==> src/hw/floppy_pins_defs.vh <==
`ifndef FLOPPY_PINS_DEFS_VH
`define FLOPPY_PINS_DEFS_VH

// APB register byte offsets
`define OFS_DOR 12'h000
`define OFS_DIR 12'h004
`define OFS_MODE 12'h008
`define OFS_XFER 12'h00C

// Digital output register fields
`define DOR_DMAEN_BIT 3
`define DOR_HEAD_BIT 4
`define DOR_RESET 8'h00

// Mode register fields
`define MODE_SYS_LO 0
`define MODE_SYS_HI 1
`define MODE_READ_GATE_DIAG_IN_BIT 2
`define MODE_PPM_BIT 3
`define MODE_PNF_BIT 4
`define MODE_RESET 5'h00

// System modes
`define SYS_AT 2'h0
`define SYS_M30 2'h1
`define SYS_ALT 2'h2

// Digital input register fields
`define DIR_CHG_BIT 7
`define DIR_CHG2_BIT 6
`define DIR_READ_GATE_DIAG_IN_BIT 0

// Transfer register fields
`define XFER_PEND_BIT 8
`define XFER_DIR_BIT 9

`endif

==> src/hw/dma_handshake.v <==
`include "floppy_pins_defs.vh"

module dma_handshake (
    // Clock and reset
    input wire clk_sys,
    input wire rst,
    // Control
    input wire dmaEnable,
    input wire byteLoad,
    // DMA pins
    input wire dma_grant_n,
    input wire rdStrobe_n,
    input wire wrStrobe_n,
    // Status
    output reg pending,
    output reg byteDone,
    output wire dma_request_out
);
    reg strobeSeen;
    wire granted;
    wire strobeActive;

    // Grant ignored while disabled, so programmed I/O stays unaffected
    assign granted = dmaEnable && !dma_grant_n;
    assign strobeActive = granted && (!rdStrobe_n || !wrStrobe_n);
    assign dma_request_out = dmaEnable && pending;

    always @(posedge clk_sys or posedge rst) begin
        if (rst) begin
            pending <= 1'b0;
            strobeSeen <= 1'b0;
            byteDone <= 1'b0;
        end else begin
            byteDone <= 1'b0;
            if (strobeActive) begin
                strobeSeen <= 1'b1;
            end else if (strobeSeen) begin
                // Strobe release ends the byte
                strobeSeen <= 1'b0;
                pending <= 1'b0;
                byteDone <= 1'b1;
            end
            if (byteLoad) begin
                pending <= 1'b1;
            end
        end
    end
endmodule // dma_handshake

==> src/hw/floppy_drive_dma_signals.v <==
// Our own choices: the APB slave port and the register offsets.
`include "floppy_pins_defs.vh"

// Operation
// - The door-open input is sampled and readable in the digital input register.
// - A mode bit turns the door-open input into a read-gate diagnostic input instead.
// - In parallel drive mode with routing flag 0 a second door-open input is accepted.
// - Head side select is driven active for side 1 and inactive for side 0.
// - In parallel drive mode with routing flag 0 head side select is also driven out.
// - DMA request goes high whenever a byte needs moving.
// - A low grant lets the read and write strobes act as DMA strobes.
// - In the two legacy modes request and grant work only while output bit D3 is set.
// - In the alternate system mode request and grant are always enabled and D3 is ignored.
module floppy_drive_dma_signals (
    // Clock and reset
    input wire clk_sys,
    input wire rst,
    // APB slave
    input wire psel,
    input wire penable,
    input wire pwrite,
    input wire [11:0] paddr,
    input wire [31:0] pwdata,
    output reg [31:0] prdata,
    output wire pready,
    output wire pslverr,
    // Drive pins
    input wire door_opened_in,
    input wire ppDoorOpenedIn,
    output reg head_side_select,
    output reg ppHeadSideSelect,
    output reg ppHeadSideSelectOe,
    // DMA pins
    input wire dma_grant_n,
    input wire rdStrobe_n,
    input wire wrStrobe_n,
    output wire dma_request_out,
    // Diagnostic
    output reg read_gate_diag_in
);
    reg [7:0] digital_output_register;
    reg [4:0] modeReg;
    reg doorSample;
    reg ppDoorSample;
    reg [7:0] xferData;
    reg xferDir;
    reg byteLoad;
    wire pending;
    wire byteDone;
    wire [1:0] sysMode;
    wire rgateSel;
    wire parallel_drive_mode;
    wire drive_routing_flag;
    wire ppRoute;
    wire dmaEnable;
    wire apbWrite;
    wire apbRead;
    wire mapped;

    assign sysMode = modeReg[`MODE_SYS_HI:`MODE_SYS_LO];
    assign rgateSel = modeReg[`MODE_READ_GATE_DIAG_IN_BIT];
    assign parallel_drive_mode = modeReg[`MODE_PPM_BIT];
    assign drive_routing_flag = modeReg[`MODE_PNF_BIT];
    assign ppRoute = parallel_drive_mode && !drive_routing_flag;

    // D3 gates in every system mode except the alternate one
    assign dmaEnable = (sysMode == `SYS_ALT) ? 1'b1 :
        digital_output_register[`DOR_DMAEN_BIT];

    // Zero wait state slave
    assign pready = 1'b1;
    assign mapped = (paddr == `OFS_DOR) || (paddr == `OFS_DIR) ||
        (paddr == `OFS_MODE) || (paddr == `OFS_XFER);
    assign pslverr = psel && penable && !mapped;
    assign apbWrite = psel && penable && pwrite;
    assign apbRead = psel && !penable && !pwrite;

    dma_handshake uDma (
        .clk_sys(clk_sys),
        .rst(rst),
        .dmaEnable(dmaEnable),
        .byteLoad(byteLoad),
        .dma_grant_n(dma_grant_n),
        .rdStrobe_n(rdStrobe_n),
        .wrStrobe_n(wrStrobe_n),
        .pending(pending),
        .byteDone(byteDone),
        .dma_request_out(dma_request_out)
    );

    // Pin sampling
    always @(posedge clk_sys or posedge rst) begin
        if (rst) begin
            doorSample <= 1'b0;
            ppDoorSample <= 1'b0;
            read_gate_diag_in <= 1'b0;
        end else begin
            if (rgateSel) begin
                read_gate_diag_in <= door_opened_in;
                doorSample <= 1'b0;
            end else begin
                read_gate_diag_in <= 1'b0;
                doorSample <= door_opened_in;
            end
            // Second input ignored unless routed, pin may carry printer traffic
            ppDoorSample <= ppRoute ? ppDoorOpenedIn : 1'b0;
        end
    end

    // Head select outputs
    always @(posedge clk_sys or posedge rst) begin
        if (rst) begin
            head_side_select <= 1'b0;
            ppHeadSideSelect <= 1'b0;
            ppHeadSideSelectOe <= 1'b0;
        end else begin
            head_side_select <= digital_output_register[`DOR_HEAD_BIT];
            ppHeadSideSelect <= ppRoute && digital_output_register[`DOR_HEAD_BIT];
            ppHeadSideSelectOe <= ppRoute;
        end
    end

    // Register writes
    always @(posedge clk_sys or posedge rst) begin
        if (rst) begin
            digital_output_register <= `DOR_RESET;
            modeReg <= `MODE_RESET;
            xferData <= 8'h00;
            xferDir <= 1'b0;
            byteLoad <= 1'b0;
        end else begin
            byteLoad <= 1'b0;
            if (apbWrite) begin
                if (paddr == `OFS_DOR) begin
                    digital_output_register <= pwdata[7:0];
                end else if (paddr == `OFS_MODE) begin
                    modeReg <= pwdata[4:0];
                end else if (paddr == `OFS_XFER) begin
                    xferData <= pwdata[7:0];
                    xferDir <= pwdata[`XFER_DIR_BIT];
                    byteLoad <= 1'b1;
                end
            end
        end
    end

    // Read data registered in setup, valid during access
    always @(posedge clk_sys or posedge rst) begin
        if (rst) begin
            prdata <= 32'h00000000;
        end else if (apbRead) begin
            if (paddr == `OFS_DOR) begin
                prdata <= {24'h000000, digital_output_register};
            end else if (paddr == `OFS_DIR) begin
                prdata <= {24'h000000, doorSample, ppDoorSample, 5'h00,
                    read_gate_diag_in};
            end else if (paddr == `OFS_MODE) begin
                prdata <= {27'h0, modeReg};
            end else if (paddr == `OFS_XFER) begin
                prdata <= {22'h0, xferDir, pending, xferData};
            end else begin
                prdata <= 32'h00000000;
            end
        end
    end

    // Completion pulse only clears pending; software polls XFER
    wire unusedDone;
    assign unusedDone = byteDone;
endmodule // floppy_drive_dma_signals

==> config.mk <==
export PLATFORM = sky130hd
export DESIGN_NAME = floppy_drive_dma_signals
export DESIGN_NICKNAME = d
export VERILOG_FILES = /design/src/hw/dma_handshake.v /design/src/hw/floppy_drive_dma_signals.v
export VERILOG_INCLUDE_DIRS = /design/src /design/src/hw
export SDC_FILE = /design/constraint.sdc
export NUM_CORES = 1
export LEC_CHECK = 0
export BUFFER_PORTS_ARGS = -buffer_cell sky130_fd_sc_hd__buf_2
export CORE_MARGIN = 4
export CORE_UTILIZATION = 50
export DETAILED_ROUTE_END_ITERATION = 10
export PLACE_DENSITY = 0.85
export SLEW_MARGIN = 10
export SYNTH_ARGS = -nofsm -noshare
export SYNTH_HDL_FRONTEND = slang
export SYNTH_SLANG_ARGS = --single-unit
==> constraint.sdc <==
create_clock -name clk_sys -period 4.9 [get_ports clk_sys]
set_input_delay 1.225 -clock clk_sys [delete_from_list [all_inputs] [get_ports clk_sys]]
set_output_delay 1.225 -clock clk_sys [all_outputs]
set_load 0.02 [all_outputs]
Word-level counts from Yosys, hierarchy flattened
Index checks and enable logic that the tools add are counted.
{ "word_totals": {"register_bits": 63, "latch_bits": 0, "mem_bits_rw": 0, "mem_bits_ro": 0, "input_bits": 54, "out_inout_bits": 39, "wordCells": 64, "memories": 0} }
{ "op_classes": {"n_addsub": 0, "multipliers": 0, "div_mod_pow": 0, "n_lt_le_gt_ge": 0, "n_eq_ne": 5, "shifts": 0, "muxes": 16, "bitwise_logic": 2, "reduce_logical": 27} }
{ "op_table": {"columns": ["operator", "count"], "rows": [
  ["10-bit 2-to-1 mux", 4],
  ["12-bit by 4-bit equality test with 1-bit output (second input constant)", 2],
  ["12-bit by 3-bit equality test with 1-bit output (second input constant)", 1],
  ["12-bit zero test", 1],
  ["1-bit 2-to-1 mux", 12],
  ["1-bit logical AND", 10],
  ["1-bit zero test", 7],
  ["1-bit logical OR", 4],
  ["2-bit AND reduction", 2],
  ["4-bit AND reduction", 1],
  ["3-bit AND reduction", 1],
  ["2-bit equality test (second input constant)", 1],
  ["2-bit != test (second input constant)", 1],
  ["1-bit NOT", 2],
  ["2-bit nonzero test", 1]
]} }

Depth between registers and ports, before layout
Gate-level depths: netlist (run 1).
{ "depth": {"word_depth": 6, "depth_mapped": 6, "ltp_nobuf": 4} }

Modules after synthesis
Synthesis (run 1) repeated with hierarchy kept, for this count alone.
{ "hier_totals": {"cells_unflattened": 161, "hier_area_um2": 1989.4} }
{ "modules_own_cells": {"columns": ["mod", "n_inst", "cells_each", "area_per_inst_um2", "seq_area_each_um2"], "rows": [
  ["floppy_drive_dma_signals", 1, 151, 1858.0, 975.9],
  ["dma_handshake", 1, 10, 131.4, 75.1]
]} }

Worst setup path before layout (run 1)
OpenSTA, ideal clock, no wires.
{ "synth_timing": {"path_kind": "input -> output", "start": "in paddr[11]", "end": "out pslverr", "arrival_ps": 2616, "t_required_ps": 3675, "slack_ps": 1059, "stages": 4, "n_path_buf": 1, "cell_sequence": "or4_4 or4_4 buf_6 and3_1"} }
{ "synth_via": {"elab_chain_cells": 6, "word_cells_on_any_way": 9} }
{ "synth_lines": {"columns": ["element", "line", "text"], "rows": [
  ["start, declared", "floppy_drive_dma_signals.v:22", "input wire [11:0] paddr,"],
  ["12-bit by 3-bit equality test with 1-bit output (no line) or 12-bit zero test (tied branches)", null, null],
  ["1-bit logical OR (2 in series)", "floppy_drive_dma_signals.v:72", "assign mapped = (paddr == `OFS_DOR) || (paddr == `OFS_DIR) ||"],
  ["1-bit logical OR (*)", "floppy_drive_dma_signals.v:72", null],
  ["1-bit zero test (*)", "floppy_drive_dma_signals.v:74", "assign pslverr = psel && penable && !mapped;"],
  ["1-bit logical AND (*)", "floppy_drive_dma_signals.v:74", null],
  ["end, declared", "floppy_drive_dma_signals.v:26", "output wire pslverr,"]
]} }
Every way passes the cells marked *; elsewhere a longest branch is shown, timed or not.

Worst setup path in the final report (run 1)
Ends and elaborated chain as after synthesis.

==> results of run 1 <==
[power groups by stage]
| stage | registers, mW | logic, mW | clock network [mW] |
|---|---|---|---|
| 6_report | 0.339 | 0.0482 | 0.211 |
| 5_1_grt | 0.339 | 0.0532 | 0.230 |
| 3_5_place_dp | 0.346 | 0.0484 | 0 |
| 4_1_cts | 0.339 | 0.0484 | 0.217 |
| 2_1_floorplan | 0.346 | 0.0453 | 0 |
| 3_3_place_gp | 0.346 | 0.0479 | 0 |
[metrics by stage]
step | power (mW) | setup slack (ns) | instance area (um^2)
2_1_floorplan | 0.391 | 1.06 | 2050
3_3_place_gp | 0.394 | 0.871 | 2140
3_5_place_dp | 0.394 | 0.880 | 2140
4_1_cts | 0.604 | 0.877 | 2230
5_1_grt | 0.623 | 0.820 | 2230
6_report | 0.598 | 0.884 | 2230
[logic make-up after synthesis]
logic type | Yosys count | synth area share
flip-flops | 41 | 0.521
buffers and inverters | 33 | 0.114
multiplexers | 29 | 0.185
AND/OR/NAND/NOR | 27 | 0.102
AO/OA/AOI/OAI | 21 | 0.0731
other | 2 | 0.00382
[cell usage in the layout, fill, tap and decap left out, types with 2 or more instances in the layout]
cell	n
buf_2	46
dfrtp_1	41
conb_1	23
mux2_2	12
mux2_4	9
mux2i_1	6
o21ai_0	6
nand2_1	5
clkbuf_8	5
a22oi_1	4
a21o_1	4
inv_1	4
nor2b_1	3
and2_1	3
or4_4	2
or3_1	2
o41ai_1	2
a22o_1	2
nor4_4	2
clkbuf_1	2
buf_4	2
[metal layers]
| layer | share of wire | wire length (um) | up-vias |
|---|---|---|---|
| li1 | - | - | 589 |
| met1 | 0.41 | 1490 | 621 |
| met2 | 0.51 | 1840 | 49 |
| met3 | 0.072 | 263 | 6 |
| met4 | 0.010 | 38 | 0 |
| met5 | 0 | 0 | - |
[cell type report]
type	instances	area share
Clock buffer	7	0.0343
Tap cell	48	0.0270
Clock inverter	1	0.00337
Inverter	4	0.00675
Timing Repair Buffer	48	0.110
Multi-Input combinational cell	100	0.358
Sequential cell	41	0.461
[worst max-delay path by stage]
stage	startpoint	end	cells past startpoint
after floorplan	paddr[11]	pslverr	4
after global placement	paddr[11]	pslverr	5
after detailed placement	paddr[11]	pslverr	5
after CTS	paddr[11]	pslverr	5
after global routing	paddr[11]	pslverr	5
final	paddr[11]	pslverr	5
[state kept, by name (all words and copies together), names as in the netlist]
register / cells
prdata: 10
doorSample: 1
digital_output_register: 8
byteLoad: 1
xferDir: 1
head_side_select: 1
uDma.strobeSeen: 1
uDma.pending: 1
xferData: 8
modeReg: 5
ppHeadSideSelect: 1
ppDoorSample: 1
read_gate_diag_in: 1
ppHeadSideSelectOe: 1
==> flow_metrics.py, run 1 <==
metrics = {
    "sta": {
        "max-slew-margin-rel": 0.545,
        "min_period_over_period": 0.820,
        "fin_crit_ns": 4.02,
        "grt_setup_unrepaired": "no",
        "hold_violations": 0,
        "worst_pin_slew_ns": 0.678,
        "fin_hold_ws_ns": 0.439,
        "setup_tns_ns": 0,
        "final-max-slew-violation-count": 0,
        "finClkSkew_ns": 0.00629,
        "finalSetupViolations": 0,
        "achievable-frequency_ghz": 0.249,
    },
    "clocking": {
        "htreeDepth": 2,
        "clock_latency_ns": 0.29,
        "post_cts_resized": 0,
        "cts_hold_buf": 0,
        "cts_tree": "built",
        "clk_pin_slew_ns": 0.07,
        "clk_path_buf_depth": 2,
        "numCtsBuffers": 5,
        "post_cts_buffers": 0,
        "root_buffer": "clkbuf_8",
        "cts_sinks": 41,
    },
    "finish": {
        "multi_input_area_um2": 796,
        "drive_gt1_frac": 0.403,
        "antenna_cells": 0,
        "fin_nets": 254,
        "regArea_um2": 1030,
        "area_growth_pct": 13.1,
        "final_cells": 249,
        "num-fill-cells": 303,
        "postLayoutCoreUtil": 0.595,
    },
    "detailed_routing": {
        "drc_errors": 0,
        "vias": 1265,
        "wire_per_inst_um": 14.6,
        "vias_per_cell": 5.08,
        "ant_nets": 0,
        "wirelength_mm": 3.63,
        "drtIter0Drc": 36,
        "dr.pass1.iters": 4,
    },
    "logic_synthesis": {
        "synthTopCellsByArea": "dfrtp_1 52%, buf_4 8.8%, mux2_4 6.9%",
        "syn_area_um2": 1970,
        "ys_seq_area_frac": 0.521,
        "synth.most_common_cell": "dfrtp_1",
        "netlist_instances": 153,
        "ys_ff_latch": 41,
        "synthArstFlopShare": 1.00,
        "yosys.area.top_type_share": 0.521,
        "ys.flop_type": "dfrtp_1",
        "synth_top_cell_by_area": "dfrtp_1",
        "synth_common_cells": "41 x dfrtp_1, 23 x buf_4, 12 x mux2_2, 9 x mux2_4",
        "synth_enable_flop_cells": 0,
        "yosys_warnings": 0,
        "syn_area_per_cell_um2": 12.9,
        "synth_cell_types": 36,
    },
    "place": {
        "portBuffers": 46,
        "place.gp.congestion": 0.747,
        "dpl.hpwl_mm": 2.71,
        "dp.cells": 241,
    },
    "global_route": {
        "grt_pass1_wl_mm": 5.90,
        "grt-busiest-layer": "met2",
        "grt_overflow": 0,
        "grt_max_degree": 42,
        "met1_usage": 0.201,
        "grt_pass1_vias": 1235,
        "use_met3": 0.0398,
        "grt_antenna_before_repair": 0,
        "grtUsageMet2": 0.239,
        "grt.total_usage": 0.152,
    },
    "critical_path": {
        "r2r_slack_ns": 3.75,
        "cp-end-kind": "primary output",
        "timing.rr.end": "prdata[0]",
        "reg2regPathDepth": 3,
        "cp_top_family": "simple AND/OR/NAND/NOR gates",
        "cpPeakStageDelay_ns": 0.58,
        "cpMaxStageDelayCell": "or4_4",
        "crit_path_start_kind": "input port",
        "crit_fanout": 10,
        "cp.buffers_inverters": 2,
        "worst_ep_arrival_time_ns": 2.79,
        "critPathKind": "input port to primary output",
        "crit_path_cell_trace": "buf_2 -> or4_4 -> or4_4 -> and3_1 -> buf_2",
        "r2r-start": "modeReg[0]",
        "crit_required_ns": 3.67,
    },
    "hold_path": {
        "hp-start": "digital_output_register[4]",
        "hold_class": "flop to flop",
        "hold_end": "head_side_select",
        "hold_depth": 0,
    },
    "power_and_ir_drop": {
        "seqPwrFrac": 0.567,
        "p_leak_nw": 1.23,
        "power_switching_mw": 0.145,
        "pwr-share-clk": 0.352,
        "comb_power_share": 0.081,
        "max-vdd-ir-drop_uv": 187,
        "p_per_area_nw_per_um2": 269,
        "switching_share": 0.243,
        "p_int_mw": 0.453,
    },
    "floorplanning": {
        "pin_count": 93,
        "die_x_um": 70.7,
        "die-area_um2": 5000,
        "die_h_um": 70.7,
        "coreArea_um2": 3740,
        "rows": 22,
        "start_util": 0.526,
    },
    "flow_run": {
        "cap_viol_max_count": 0,
    },
    "outcome": {
        "run_status": "finished clean",
    },
}
Power figures use the tool's default switching activity.
==> inputs of run 2 (changes only) <==
- CORE_UTILIZATION: 50 -> 42
- PLACE_DENSITY: 0.85 -> 0.76
- clock period: 4.9 -> 3.5 ns (I/O delays scaled with it)
==> flow_metrics.py, run 2 (synthesis gave the netlist of run 1 again) <==
metrics = {
    "sta": {
        "finalSetupViolations": 0,
        "fin_hold_ws_ns": 0.429,
        "final-max-slew-violation-count": 0,
        "fin_crit_ns": 3.28,
        "finClkSkew_ns": 0.00279,
        "worst_pin_slew_ns": 0.501,
        "setup_tns_ns": 0,
        "max-slew-margin-rel": 0.666,
        "min_period_over_period": 0.937,
        "grt_setup_unrepaired": "no",
        "hold_violations": 0,
        "achievable-frequency_ghz": 0.305,
    },
    "global_route": {
        "grt_pass1_vias": 1286,
        "grt_overflow": 0,
        "grt_max_degree": 42,
        "grt_pass1_wl_mm": 6.17,
        "grt_antenna_before_repair": 0,
        "grt.total_usage": 0.134,
    },
    "critical_path": {
        "cpPeakStageDelay_ns": 0.54,
        "crit_path_start_kind": "input port",
        "worst_ep_arrival_time_ns": 2.40,
        "crit_required_ns": 2.62,
        "crit_path_cell_trace": "buf_2 -> or4_4 -> or4_4 -> and3_1 -> buf_2",
        "cp-end-kind": "primary output",
        "cpMaxStageDelayCell": "or4_4",
        "crit_fanout": 5,
        "critPathKind": "input port to primary output",
    },
    "finish": {
        "antenna_cells": 0,
        "reg_top3": "prdata (10), digital_output_register (8), xferData (8)",
        "num-fill-cells": 400,
        "multi_input_area_um2": 796,
        "final_cell_mix": "46 x buf_2, 41 x dfrtp_1, 23 x conb_1, 12 x mux2_2, 9 x mux2_4",
        "area_growth_pct": 14.7,
        "layout_commonest_cell": "buf_2",
        "largest_register_ffs": 10,
        "largest_register": "prdata",
        "drive_gt1_frac": 0.422,
        "fin_nets": 259,
        "regArea_um2": 1030,
    },
    "floorplanning": {
        "start_util": 0.443,
        "rows": 24,
        "die-area_um2": 5850,
        "die_x_um": 76.5,
        "coreArea_um2": 4440,
        "die_h_um": 76.5,
        "pin_count": 93,
    },
    "clocking": {
        "post_cts_resized": 0,
        "cts_sinks": 41,
        "cts_hold_buf": 0,
        "post_cts_buffers": 0,
        "clk_path_buf_depth": 2,
        "clk_pin_slew_ns": 0.07,
        "root_buffer": "clkbuf_8",
        "cts_tree": "built",
        "numCtsBuffers": 5,
        "clock_latency_ns": 0.29,
        "htreeDepth": 2,
    },
    "outcome": {
        "run_status": "finished clean",
    },
    "detailed_routing": {
        "drc_errors": 0,
        "vias_per_cell": 4.98,
        "ant_nets": 0,
        "wire_per_inst_um": 14.7,
        "dr.pass1.iters": 4,
        "wirelength_mm": 3.76,
        "drtIter0Drc": 44,
        "vias": 1275,
    },
    "flow_run": {
        "cap_viol_max_count": 0,
    },
    "power_and_ir_drop": {
        "max-vdd-ir-drop_uv": 292,
        "p_int_mw": 0.624,
        "p_per_area_nw_per_um2": 365,
        "comb_power_share": 0.083,
        "seqPwrFrac": 0.576,
        "p_leak_nw": 1.25,
        "power_switching_mw": 0.200,
        "pwr-share-clk": 0.340,
        "switching_share": 0.242,
    },
    "place": {
        "place.gp.congestion": 0.732,
        "dpl.hpwl_mm": 2.81,
        "portBuffers": 46,
    },
    "hold_path": {
        "hold_class": "flop to flop",
    },
}
-- run 2: power groups by stage --
stage	Sequential, mW	Combinational [mW]	Clock, mW
final	0.475	0.0686	0.280
after global routing	0.475	0.0755	0.314
after CTS	0.475	0.0690	0.291
after detailed placement	0.484	0.0688	0
after global placement	0.484	0.0680	0
after floorplan	0.484	0.0635	0
-- run 2: metrics by stage --
stage,cell area (um^2),util,power (mW),worst slack [ns],std cells
after detailed placement,2180,0.492,0.553,0.220,250
final,2260,0.508,0.824,0.221,256
after CTS,2260,0.508,0.834,0.216,256
after floorplan,2050,-,0.547,0.359,174
after global placement,2180,0.492,0.552,0.237,250
after global routing,2260,0.508,0.864,0.183,256
-- run 2: worst paths after layout --
kind | end | slack [ns] | cells after the start | from
max in group asynchronous | ppHeadSideSelect | 2.45 | 3 | rst
hold / removal | head_side_select | 0.43 | 0 | digital_output_register[4]
setup / recovery | pslverr | 0.22 | 5 | paddr[11]
setup reg to reg | prdata[0] | 2.39 | 3 | xferData[0]
hold reg to reg | head_side_select | 0.43 | 0 | digital_output_register[4]
min in group asynchronous | prdata[0] | 0.70 | 3 | rst
-- run 2: worst max-delay path: cells and delay by family --
family	cells	cell delay [ns]
and+or+nand+nor	3	1.28
buffers and inverters	2	0.24
-- run 2: final cells by class --
cell class / instances / share of cell area
clock inverter: 1 / 0.00222
sequential: 41 / 0.454
multi-input combinational: 100 / 0.352
inverter: 4 / 0.00665
timing repair buffer: 53 / 0.125
clock buffer: 5 / 0.0305
tap: 52 / 0.0288
-- run 2: metal layers --
metal  vias up  share of wire  wire (um)  track usage
met5         -              0          0            0
met4         0          0.023         85       0.0634
met3        11          0.076        287       0.0461
met2        54           0.47       1780        0.214
met1       611           0.43       1610        0.160
li1        599              -          -            -
